### src/logic/mbs_pkg.sv
package mbs_pkg;
	// character framing: start + 8 data + stop
	localparam int DATA_BITS = 8;
	localparam int CHAR_BITS = 10;
	// idle gap in tenths of a character (3.5 chars)
	localparam int GAP_TENTHS = 35;
	localparam int GAP_BITS = CHAR_BITS * GAP_TENTHS / 10;
	localparam logic [5:0] GAP_END = 6'(GAP_BITS);
	localparam logic [3:0] RX_STOP = 4'(DATA_BITS + 1);
	localparam logic [3:0] TX_LEN = 4'(CHAR_BITS);
	// request layout, fixed 8 bytes for the served functions
	localparam logic [3:0] REQ_LEN = 4'h8;
	localparam int IX_ADDR = 0;
	localparam int IX_FN = 1;
	localparam int IX_A_HI = 2;
	localparam int IX_A_LO = 3;
	localparam int IX_N_HI = 4;
	localparam int IX_N_LO = 5;
	localparam logic [5:0] IX_CNT = 6'h2;
	localparam logic [5:0] IX_DATA = 6'h3;
	localparam logic [5:0] IX_DATA2 = 6'h4;
	localparam logic [7:0] MAX_ITEMS = 8'h10;
	localparam logic [4:0] ONE_BYTE_BITS = 5'h08;
	// reply lengths
	localparam logic [5:0] REP_FIXED = 6'h05;
	localparam logic [5:0] REP_WR = 6'h08;
	// function codes
	localparam logic [7:0] FN_BITS_A = 8'h01;
	localparam logic [7:0] FN_BITS_B = 8'h02;
	localparam logic [7:0] FN_REGS_A = 8'h03;
	localparam logic [7:0] FN_REGS_B = 8'h04;
	localparam logic [7:0] FN_WR_REG = 8'h06;
	// crc
	localparam logic [15:0] CRC_INIT = 16'hffff;
	localparam logic [15:0] CRC_POLY = 16'ha001;
	localparam logic [15:0] CRC_RESIDUE = 16'h0000;

	typedef enum logic [1:0] {
		ST_IDLE = 2'b00,
		ST_FETCH = 2'b01,
		ST_WAIT = 2'b10,
		ST_EMIT = 2'b11
	} mbs_state_t;

	function automatic logic [15:0] mbs_crc_step(input logic [15:0] c, input logic [7:0] b);
		logic [15:0] r;
		r = c ^ {8'h00, b};
		for (int i = 0; i < DATA_BITS; i++)
		begin
			r = r[0] ? ((r >> 1) ^ CRC_POLY) : (r >> 1);
		end
		return r;
	endfunction
endpackage

### src/logic/mbs_buf2.sv
`timescale 1ns/1ps
module mbs_buf2 #(
	parameter int W = 8
) (
	input wire logic clk_i,
	input wire logic rst_i,
	input wire logic in_valid_i,
	output logic in_ready_o,
	input wire logic [W-1:0] in_data_i,
	output logic out_valid_o,
	input wire logic out_ready_i,
	output logic [W-1:0] out_data_o
);
	logic [W-1:0] mem_q [2];
	logic wp_q;
	logic rp_q;
	logic [1:0] cnt_q;
	logic wr;
	logic rd;

	assign in_ready_o = cnt_q != 2'h2;
	assign out_valid_o = cnt_q != 2'h0;
	assign out_data_o = mem_q[rp_q];
	assign wr = in_valid_i && in_ready_o;
	assign rd = out_valid_o && out_ready_i;

	always_ff @(posedge clk_i)
	begin
		if (wr)
			mem_q[wp_q] <= in_data_i;
	end

	always_ff @(posedge clk_i)
	begin
		if (rst_i)
		begin
			wp_q <= 1'b0;
			rp_q <= 1'b0;
			cnt_q <= 2'h0;
		end
		else
		begin
			if (wr)
				wp_q <= ~wp_q;
			if (rd)
				rp_q <= ~rp_q;
			cnt_q <= 2'(cnt_q + {1'b0, wr} - {1'b0, rd});
		end
	end
endmodule

### src/logic/mbs_rtu_slave.sv
// Operation
// - frames are separated by at least 3.5 idle characters, scaled by baud
// - after 3.5 idle characters close the frame; next byte is an address
// - receiver watches the line except while driving it; fields are 8-bit bytes
// - first byte is compared with own slave address
// - bytes before the gap expires join the old frame, which then fails
// - frame is address, function, data bytes, 16-bit crc
// - bit read: 16-bit start, 16-bit count; reply with byte count and data
// - first bit in lsb of first byte, unused high bits zero
// - up to 16 bits per bit read
// - register read: reply byte count then words high byte first
// - more than 16 registers is a frame error
// - single write: perform write, then echo the request
// - crc16 from all ones, reflected polynomial, eight shifts per byte
// - no reply on crc failure
// - character: start, 8 data lsb first, no parity, one stop
// - reply echoes the function code
`timescale 1ns/1ps
module mbs_rtu_slave (
	input wire logic CLK_I,
	input wire logic RST_I,
	input wire logic RXD_I,
	input wire logic [7:0] SLAVE_ADDR_I,
	input wire logic [15:0] BAUD_DIV_I,
	input wire logic DATA_ACK_I,
	input wire logic [15:0] DATA_I,
	output logic TXD_O,
	output logic TX_EN_O,
	output logic DATA_REQ_O,
	output logic DATA_KIND_O,
	output logic [15:0] DATA_ADDR_O,
	output logic WR_STB_O,
	output logic [15:0] WR_ADDR_O,
	output logic [15:0] WR_DATA_O,
	output logic FRAME_OK_O,
	output logic FRAME_ERR_O
);
	logic [15:0] div_q;
	logic tick_q;
	logic rx_busy_q;
	logic [15:0] rx_cnt_q;
	logic [3:0] rx_bit_q;
	logic [7:0] rx_sh_q;
	logic rx_vld_q;
	logic rx_ferr_q;
	logic [5:0] gap_q;
	logic gap_hit;
	logic [7:0] req_q [8];
	logic [3:0] fcnt_q;
	logic fbad_q;
	logic [15:0] rx_crc_q;
	logic eval;
	logic fn_bits;
	logic fn_regs;
	logic fn_wr;
	logic n_ok;
	logic frame_good;
	logic mine;
	logic fn_known;
	logic start;
	logic [5:0] nbytes;
	mbs_pkg::mbs_state_t st_q;
	logic [5:0] idx_q;
	logic [5:0] tot_q;
	logic [5:0] crc_ix;
	logic [4:0] it_q;
	logic [4:0] nit_q;
	logic kbit_q;
	logic kwr_q;
	logic have_q;
	logic [15:0] base_q;
	logic [15:0] word_q;
	logic [15:0] bits_q;
	logic [15:0] tx_crc_q;
	logic need_fetch;
	logic push_v;
	logic [7:0] push_b;
	logic push_rdy;
	logic push_fire;
	logic buf_vld;
	logic [7:0] buf_b;
	logic [9:0] tx_sh_q;
	logic [3:0] tx_left_q;
	logic tx_idle;

	// free bit-rate divider; BAUD_DIV_I must be 2 or more
	always_ff @(posedge CLK_I)
	begin
		if (RST_I)
		begin
			div_q <= 16'h0000;
			tick_q <= 1'b0;
		end
		else if (div_q == 16'h0000)
		begin
			div_q <= BAUD_DIV_I - 16'h0001;
			tick_q <= 1'b1;
		end
		else
		begin
			div_q <= div_q - 16'h0001;
			tick_q <= 1'b0;
		end
	end

	// receiver; own echo ignored while driving the half-duplex line
	always_ff @(posedge CLK_I)
	begin
		if (RST_I)
		begin
			rx_busy_q <= 1'b0;
			rx_cnt_q <= 16'h0000;
			rx_bit_q <= 4'h0;
			rx_sh_q <= 8'h00;
			rx_vld_q <= 1'b0;
			rx_ferr_q <= 1'b0;
		end
		else
		begin
			rx_vld_q <= 1'b0;
			rx_ferr_q <= 1'b0;
			if (!rx_busy_q)
			begin
				if (!RXD_I && !TX_EN_O)
				begin
					rx_busy_q <= 1'b1;
					rx_cnt_q <= {1'b0, BAUD_DIV_I[15:1]};
					rx_bit_q <= 4'h0;
				end
			end
			else if (rx_cnt_q != 16'h0000)
				rx_cnt_q <= rx_cnt_q - 16'h0001;
			else
			begin
				rx_cnt_q <= BAUD_DIV_I - 16'h0001;
				rx_bit_q <= rx_bit_q + 4'h1;
				if (rx_bit_q == 4'h0)
				begin
					if (RXD_I)
						rx_busy_q <= 1'b0;
				end
				else if (rx_bit_q != mbs_pkg::RX_STOP)
					rx_sh_q <= {RXD_I, rx_sh_q[7:1]};
				else
				begin
					rx_busy_q <= 1'b0;
					rx_vld_q <= RXD_I;
					rx_ferr_q <= !RXD_I;
				end
			end
		end
	end

	// idle gap in bit periods, restarted by any received character
	assign gap_hit = tick_q && !rx_busy_q && gap_q == mbs_pkg::GAP_END - 6'h01;

	always_ff @(posedge CLK_I)
	begin
		if (RST_I)
			gap_q <= mbs_pkg::GAP_END;
		else if (rx_busy_q)
			gap_q <= 6'h00;
		else if (tick_q && gap_q != mbs_pkg::GAP_END)
			gap_q <= gap_q + 6'h01;
	end

	// frame collection; extra bytes make the frame bad
	always_ff @(posedge CLK_I)
	begin
		if (RST_I || gap_hit)
		begin
			fcnt_q <= 4'h0;
			fbad_q <= 1'b0;
			rx_crc_q <= mbs_pkg::CRC_INIT;
		end
		else if (rx_vld_q || rx_ferr_q)
		begin
			if (fcnt_q == mbs_pkg::REQ_LEN)
				fbad_q <= 1'b1;
			else
				fcnt_q <= fcnt_q + 4'h1;
			if (rx_ferr_q)
				fbad_q <= 1'b1;
			rx_crc_q <= mbs_pkg::mbs_crc_step(rx_crc_q, rx_sh_q);
		end
	end

	always_ff @(posedge CLK_I)
	begin
		if (rx_vld_q && fcnt_q < mbs_pkg::REQ_LEN)
			req_q[fcnt_q[2:0]] <= rx_sh_q;
	end

	assign eval = gap_hit && fcnt_q != 4'h0;
	assign fn_bits = req_q[mbs_pkg::IX_FN] == mbs_pkg::FN_BITS_A
		|| req_q[mbs_pkg::IX_FN] == mbs_pkg::FN_BITS_B;
	assign fn_regs = req_q[mbs_pkg::IX_FN] == mbs_pkg::FN_REGS_A
		|| req_q[mbs_pkg::IX_FN] == mbs_pkg::FN_REGS_B;
	assign fn_wr = req_q[mbs_pkg::IX_FN] == mbs_pkg::FN_WR_REG;
	assign n_ok = req_q[mbs_pkg::IX_N_HI] == 8'h00 && req_q[mbs_pkg::IX_N_LO] != 8'h00
		&& req_q[mbs_pkg::IX_N_LO] <= mbs_pkg::MAX_ITEMS;
	assign frame_good = !fbad_q && fcnt_q == mbs_pkg::REQ_LEN
		&& rx_crc_q == mbs_pkg::CRC_RESIDUE;
	assign mine = req_q[mbs_pkg::IX_ADDR] == SLAVE_ADDR_I;
	assign fn_known = fn_wr || ((fn_bits || fn_regs) && n_ok);
	// a frame closing while a reply is still going out is dropped
	assign start = eval && frame_good && mine && fn_known && st_q == mbs_pkg::ST_IDLE;
	assign nbytes = (req_q[mbs_pkg::IX_N_LO][4:0] > mbs_pkg::ONE_BYTE_BITS) ? 6'h02 : 6'h01;

	always_ff @(posedge CLK_I)
	begin
		if (RST_I)
		begin
			FRAME_OK_O <= 1'b0;
			FRAME_ERR_O <= 1'b0;
		end
		else
		begin
			FRAME_OK_O <= start;
			FRAME_ERR_O <= eval && (!frame_good || (mine && !fn_known));
		end
	end

	// reply byte selection
	assign crc_ix = tot_q - 6'h02;
	assign need_fetch = !kbit_q && !kwr_q && idx_q >= mbs_pkg::IX_DATA && idx_q[0]
		&& !have_q && idx_q < crc_ix;
	assign push_v = st_q == mbs_pkg::ST_EMIT && idx_q != tot_q && !need_fetch;
	assign push_fire = push_v && push_rdy;

	always_comb
	begin
		push_b = req_q[idx_q[2:0]];
		if (idx_q == crc_ix)
			push_b = tx_crc_q[7:0];
		else if (idx_q == crc_ix + 6'h01)
			push_b = tx_crc_q[15:8];
		else if (!kwr_q && idx_q == mbs_pkg::IX_CNT)
			push_b = kbit_q ? {2'b00, nbytes} : {2'b00, nit_q, 1'b0};
		else if (kbit_q && idx_q == mbs_pkg::IX_DATA)
			push_b = bits_q[7:0];
		else if (kbit_q && idx_q == mbs_pkg::IX_DATA2)
			push_b = bits_q[15:8];
		else if (!kwr_q && idx_q >= mbs_pkg::IX_DATA)
			push_b = idx_q[0] ? word_q[15:8] : word_q[7:0];
	end

	always_ff @(posedge CLK_I)
	begin
		if (RST_I)
		begin
			st_q <= mbs_pkg::ST_IDLE;
			idx_q <= 6'h00;
			tot_q <= 6'h00;
			it_q <= 5'h00;
			nit_q <= 5'h00;
			kbit_q <= 1'b0;
			kwr_q <= 1'b0;
			have_q <= 1'b0;
			base_q <= 16'h0000;
			word_q <= 16'h0000;
			bits_q <= 16'h0000;
			DATA_REQ_O <= 1'b0;
			DATA_KIND_O <= 1'b0;
			DATA_ADDR_O <= 16'h0000;
			WR_STB_O <= 1'b0;
			WR_ADDR_O <= 16'h0000;
			WR_DATA_O <= 16'h0000;
		end
		else
		begin
			DATA_REQ_O <= 1'b0;
			WR_STB_O <= 1'b0;
			unique case (st_q)
				mbs_pkg::ST_IDLE:
					if (start)
					begin
						idx_q <= 6'h00;
						it_q <= 5'h00;
						have_q <= 1'b0;
						bits_q <= 16'h0000;
						kbit_q <= fn_bits;
						kwr_q <= fn_wr;
						nit_q <= req_q[mbs_pkg::IX_N_LO][4:0];
						base_q <= {req_q[mbs_pkg::IX_A_HI], req_q[mbs_pkg::IX_A_LO]};
						if (fn_wr)
						begin
							WR_STB_O <= 1'b1;
							WR_ADDR_O <= {req_q[mbs_pkg::IX_A_HI], req_q[mbs_pkg::IX_A_LO]};
							WR_DATA_O <= {req_q[mbs_pkg::IX_N_HI], req_q[mbs_pkg::IX_N_LO]};
							tot_q <= mbs_pkg::REP_WR;
							st_q <= mbs_pkg::ST_EMIT;
						end
						else if (fn_bits)
						begin
							tot_q <= mbs_pkg::REP_FIXED + nbytes;
							st_q <= mbs_pkg::ST_FETCH;
						end
						else
						begin
							tot_q <= mbs_pkg::REP_FIXED + {req_q[mbs_pkg::IX_N_LO][4:0], 1'b0};
							st_q <= mbs_pkg::ST_EMIT;
						end
					end
				mbs_pkg::ST_FETCH:
				begin
					DATA_REQ_O <= 1'b1;
					DATA_KIND_O <= kbit_q;
					DATA_ADDR_O <= base_q + {11'h000, it_q};
					st_q <= mbs_pkg::ST_WAIT;
				end
				mbs_pkg::ST_WAIT:
					if (DATA_ACK_I)
					begin
						it_q <= it_q + 5'h01;
						if (kbit_q)
						begin
							bits_q[it_q[3:0]] <= DATA_I[0];
							st_q <= (it_q + 5'h01 == nit_q) ? mbs_pkg::ST_EMIT : mbs_pkg::ST_FETCH;
						end
						else
						begin
							word_q <= DATA_I;
							have_q <= 1'b1;
							st_q <= mbs_pkg::ST_EMIT;
						end
					end
				mbs_pkg::ST_EMIT:
					if (idx_q == tot_q)
						st_q <= mbs_pkg::ST_IDLE;
					else if (need_fetch)
						st_q <= mbs_pkg::ST_FETCH;
					else if (push_rdy)
					begin
						idx_q <= idx_q + 6'h01;
						if (idx_q >= mbs_pkg::IX_DATA2 && !idx_q[0])
							have_q <= 1'b0;
					end
			endcase
		end
	end

	// crc of the reply, frozen while its own two bytes go out
	always_ff @(posedge CLK_I)
	begin
		if (RST_I || start)
			tx_crc_q <= mbs_pkg::CRC_INIT;
		else if (push_fire && idx_q < crc_ix)
			tx_crc_q <= mbs_pkg::mbs_crc_step(tx_crc_q, push_b);
	end

	// the buffer lets the next byte wait while a character is on the wire
	mbs_buf2 #(.W(8)) u_buf (
		.clk_i(CLK_I),
		.rst_i(RST_I),
		.in_valid_i(push_v),
		.in_ready_o(push_rdy),
		.in_data_i(push_b),
		.out_valid_o(buf_vld),
		.out_ready_i(tx_idle),
		.out_data_o(buf_b)
	);

	assign tx_idle = tx_left_q == 4'h0;

	always_ff @(posedge CLK_I)
	begin
		if (RST_I)
		begin
			tx_sh_q <= 10'h3ff;
			tx_left_q <= 4'h0;
			TXD_O <= 1'b1;
		end
		else if (tx_idle && buf_vld)
		begin
			tx_sh_q <= {1'b1, buf_b, 1'b0};
			tx_left_q <= mbs_pkg::TX_LEN;
		end
		else if (tick_q && !tx_idle)
		begin
			TXD_O <= tx_sh_q[0];
			tx_sh_q <= {1'b1, tx_sh_q[9:1]};
			tx_left_q <= tx_left_q - 4'h1;
		end
	end

	// driver released only on a bit boundary, so the last stop bit is whole
	always_ff @(posedge CLK_I)
	begin
		if (RST_I)
			TX_EN_O <= 1'b0;
		else if (st_q != mbs_pkg::ST_IDLE || !tx_idle || buf_vld)
			TX_EN_O <= 1'b1;
		else if (tick_q)
			TX_EN_O <= 1'b0;
	end
endmodule

### config.mk
export PLATFORM = sky130hd
export DESIGN_NAME = mbs_rtu_slave
export DESIGN_NICKNAME = d
export VERILOG_FILES = /design/src/logic/mbs_pkg.sv /design/src/logic/mbs_buf2.sv /design/src/logic/mbs_rtu_slave.sv
export SDC_FILE = /design/constraint.sdc
export NUM_CORES = 1
export LEC_CHECK = 0
export BUFFER_PORTS_ARGS = -buffer_cell sky130_fd_sc_hd__buf_2
export CAP_MARGIN = 20
export CORE_MARGIN = 2
export CORE_UTILIZATION = 28
export DETAILED_ROUTE_END_ITERATION = 6
export RECOVER_POWER = 25
export SLEW_MARGIN = 10
export SYNTH_ARGS = -nofsm -noshare
export SYNTH_HDL_FRONTEND = slang
export SYNTH_SLANG_ARGS = --single-unit
### constraint.sdc
create_clock -name CLK_I -period 4.2 [get_ports CLK_I]
set_input_delay 0.42 -clock CLK_I [delete_from_list [all_inputs] [get_ports CLK_I]]
set_output_delay 0.42 -clock CLK_I [all_outputs]
set_load 0.02 [all_outputs]
==> results_dict.tcl <==
set metrics [dict create \
    async_flop_share_pct 0 \
    timing.hold.ws_ps 97.1 \
    synthFlopType "dfxtp_1" \
    synth_warnings 0 \
    crit_type "flop to flop" \
    synth_top_family_by_area "simple AND/OR/NAND/NOR gates" \
    port-buffer-count 98 \
    ant_nets 0 \
    min_path_cells 3 \
    grt_setup_unrepaired "no" \
    hold_path_class "primary input to flop" \
    drcViolationCount 0 \
    worstPathMaxFanout 8 \
    initial_core_util_pct 28.4 \
    ir_drop_uv 227 \
    hold_end "word_q[11]" \
    vias 12800 \
    syn_inst 1709 \
    finalNonFillerCells 2580 \
    setup_tns_ps 0 \
    ys_types 81 \
    antenna_found_initial 0 \
    die_area_mm2 0.0579 \
    finalCriticalPeriod_ps 3990 \
    clk_path_buf_depth 3 \
    maxSlewViolCount 129 \
    cts.sinks 322 \
    core_area_mm2 0.0552 \
    layout.nets 1887 \
    regMostFlops "req_q" \
    area_delta_synth_final_pct 16.6 \
    synth-seq-area-share_pct 46.2 \
    hold_buffers 0 \
    globalRouteTotalUtil_pct 14.8 \
    h-tree-depth 2 \
    hold_viol 0 \
    synth_compound_area_share_pct 14.3 \
    outcome "finished, violations left" \
    io_pins 99 \
    failed_checks "max-capacitance violations, max-slew violations" \
    drtPass1Iterations 6 \
    grt_pass1_wl_um 67800 \
    cp_data_arrival_time_ps 4440 \
    synth_nets 1792 \
    cts-buffers-inserted 36 \
    grt_max_degree 88 \
    ys_ff_latch 322 \
    r2r_cells 13 \
    die_w_um 241 \
    dp.cells 2507 \
    antenna_cells 0 \
    finalCritPeriodShare_pct 95.1 \
    leakage_uw 0.00676 \
    place_congestion 0.896 \
    die_height_um 241 \
    end_kind "flop" \
    clkLatencyLatePin_ps 560 \
    synth_edf_count 80 \
    setup_viol 0 \
    tritoncts "built" \
    vias_per_cell 4.96 \
    synth_fa_ha_area_share_pct 3.16 \
    timing.critical_path.required_ps 4640 \
    wl_um 43500 \
    largest_reg_flops 64 \
    yosysTopAreaCell "dfxtp_1" \
    grt-ovfl-total 0 \
    ys_top_cells_by_area "dfxtp_1 (31%), edfxtp_1 (15%), nand2_1 (5.9%)" \
    fillers 5629 \
    power.density_mw_per_mm2 432 \
    rows 86 \
    synth_most_common_cell "nand2_1" \
    cp-start-kind "flop" \
    drt_iter0_drc 917 \
    max_freq_ghz 0.250 \
    synthXorXnorAreaFrac_pct 8.06 \
    rr_endpoint "tx_crc_q[0]" \
    reg2reg_slack_ps 210 \
    finalClockSkew_ps 23.6 \
    syn_area_per_cell_um2 9.17 \
    root_buffer "clkbuf_16" \
    r2r_start "tot_q[2]" \
    slew_headroom_pct -25.0 \
    max_cap_violations 2 \
    synthTopCellsByCount "nand2_1 (245), dfxtp_1 (242), nor2_1 (174)" \
    worstMarginPinSlew_ps 1870 \
    grt_pass1_vias 12200 \
    clk_pin_slew_ps 60 \
    synthMuxAreaShare_pct 5.86 \
    synthSimpleGateAreaFrac_pct 18.9 \
    syn_area_mm2 0.0157 \
    hold_start "DATA_I[11]" \
    wire_per_inst_um 16.9 \
    drive_gt1_share_pct 12.2 \
    synth_top_area_share_pct 30.9 \
    dp_hpwl_um 31600 \
]
placed cells by master, fill, tap and decap left out, types with 4 or more instances in the layout:
| cell type | count |
|---|---|
| or2_2 | 8 |
| and2_1 | 10 |
| xnor2_1 | 81 |
| a211o_1 | 9 |
| a2111oi_0 | 4 |
| ha_1 | 38 |
| clkbuf_16 | 37 |
| mux2i_1 | 58 |
| or3_1 | 15 |
| a31oi_1 | 10 |
| clkbuf_1 | 37 |
| a21o_1 | 10 |
| nor2b_1 | 22 |
| a211oi_1 | 50 |
| nand4_1 | 11 |
| dfxtp_1 | 242 |
| inv_1 | 35 |
| edfxtp_1 | 80 |
| nand2b_1 | 14 |
| o21ai_0 | 76 |
| nand3_1 | 34 |
| mux4_2 | 14 |
| nor4_1 | 21 |
| xor2_1 | 50 |
| a21oi_1 | 154 |
| clkinv_2 | 4 |
| and3_1 | 7 |
| nand2_1 | 245 |
| clkbuf_8 | 6 |
| nor3_1 | 39 |
| or4_1 | 8 |
| a22oi_1 | 5 |
| o211ai_1 | 8 |
| o22ai_1 | 6 |
| nand3b_1 | 5 |
| buf_2 | 78 |
| buf_4 | 44 |
| nor2_1 | 174 |
cells by family (layout without fill, tap and decap cells):
| group | Yosys count | after routing |
|---|---|---|
| AO/OA/AOI/OAI | 369 | 369 |
| XOR/XNOR | 137 | 137 |
| adder cells (fa/ha/maj) | 39 | 39 |
| buffers and inverters | 128 | 251 |
| flip-flops | 322 | 322 |
| multiplexers | 74 | 74 |
| AND/OR/NAND/NOR | 640 | 640 |
per-layer routing:
| layer | part of all wire, % | vias up | global-route usage, % |
|---|---|---|---|
| li1 | - | 6218 | - |
| met1 | 42 | 6123 | 18.3 |
| met2 | 48 | 339 | 25.1 |
| met3 | 4.9 | 108 | 2.60 |
| met4 | 4.7 | 0 | 7.11 |
| met5 | 0 | - | 0 |
worst max-delay path: stages, from the launching register on:
cell and delay (ps):
dfxtp_1 400, inv_1 90, ha_1 330, or2b_2 300, or3_1 320, and2_4 180, o31ai_4 310, nand2_4 170
mux2i_1 370, xnor3_1 430, xnor3_1 390, or3_1 360, a21oi_1 170, o21ai_1 70
power by group:
group | internal, uW | switching (uW) | total [uW]
sequential | 3320 | 146 | 3470
clock | 1930 | 1330 | 3270
combinational | 487 | 680 | 1170
layout make-up:
type                    count  area (um2)  share of cell area (%)
well taps                 748         936                    5.12
multi-input cells        1259        7910                    43.3
clock buffers              54        1050                    5.74
inverters                  35         131                   0.719
flip-flops and latches    322        7250                    39.6
repair buffers            150         838                    4.59
clock inverters            12         173                   0.944
timing repair:
item / in CTS / in global routing
endpoints found under the setup margin: 0 / 1
buffers inserted: 0 / 3
resized for setup: 0 / 2
per-stage QoR:
stage	power, uW	utilization (%)	setup WS [ps]	instance area, um2
4_1_cts	7960	33.1	221	18300
3_3_place_gp	4640	30.9	302	17000
5_1_grt	8260	33.1	19.3	18300
2_1_floorplan	4400	-	480	15700
6_report	7900	33.1	205	18300
3_5_place_dp	4680	30.9	219	17000
worst max path at each step:
stage	start	endpoint	slack [ps]	depth (start not counted)
after floorplan	tot_q[1]	tx_crc_q[0]	480	13
after global placement	tot_q[1]	tx_crc_q[0]	300	13
after detailed placement	tot_q[3]	tx_crc_q[0]	220	14
after CTS	tot_q[3]	tx_crc_q[0]	220	14
after global routing	tot_q[2]	tx_crc_q[0]	20	13
final	tot_q[2]	tx_crc_q[0]	210	13
Note: power is estimated with default switching activity, not from simulation.
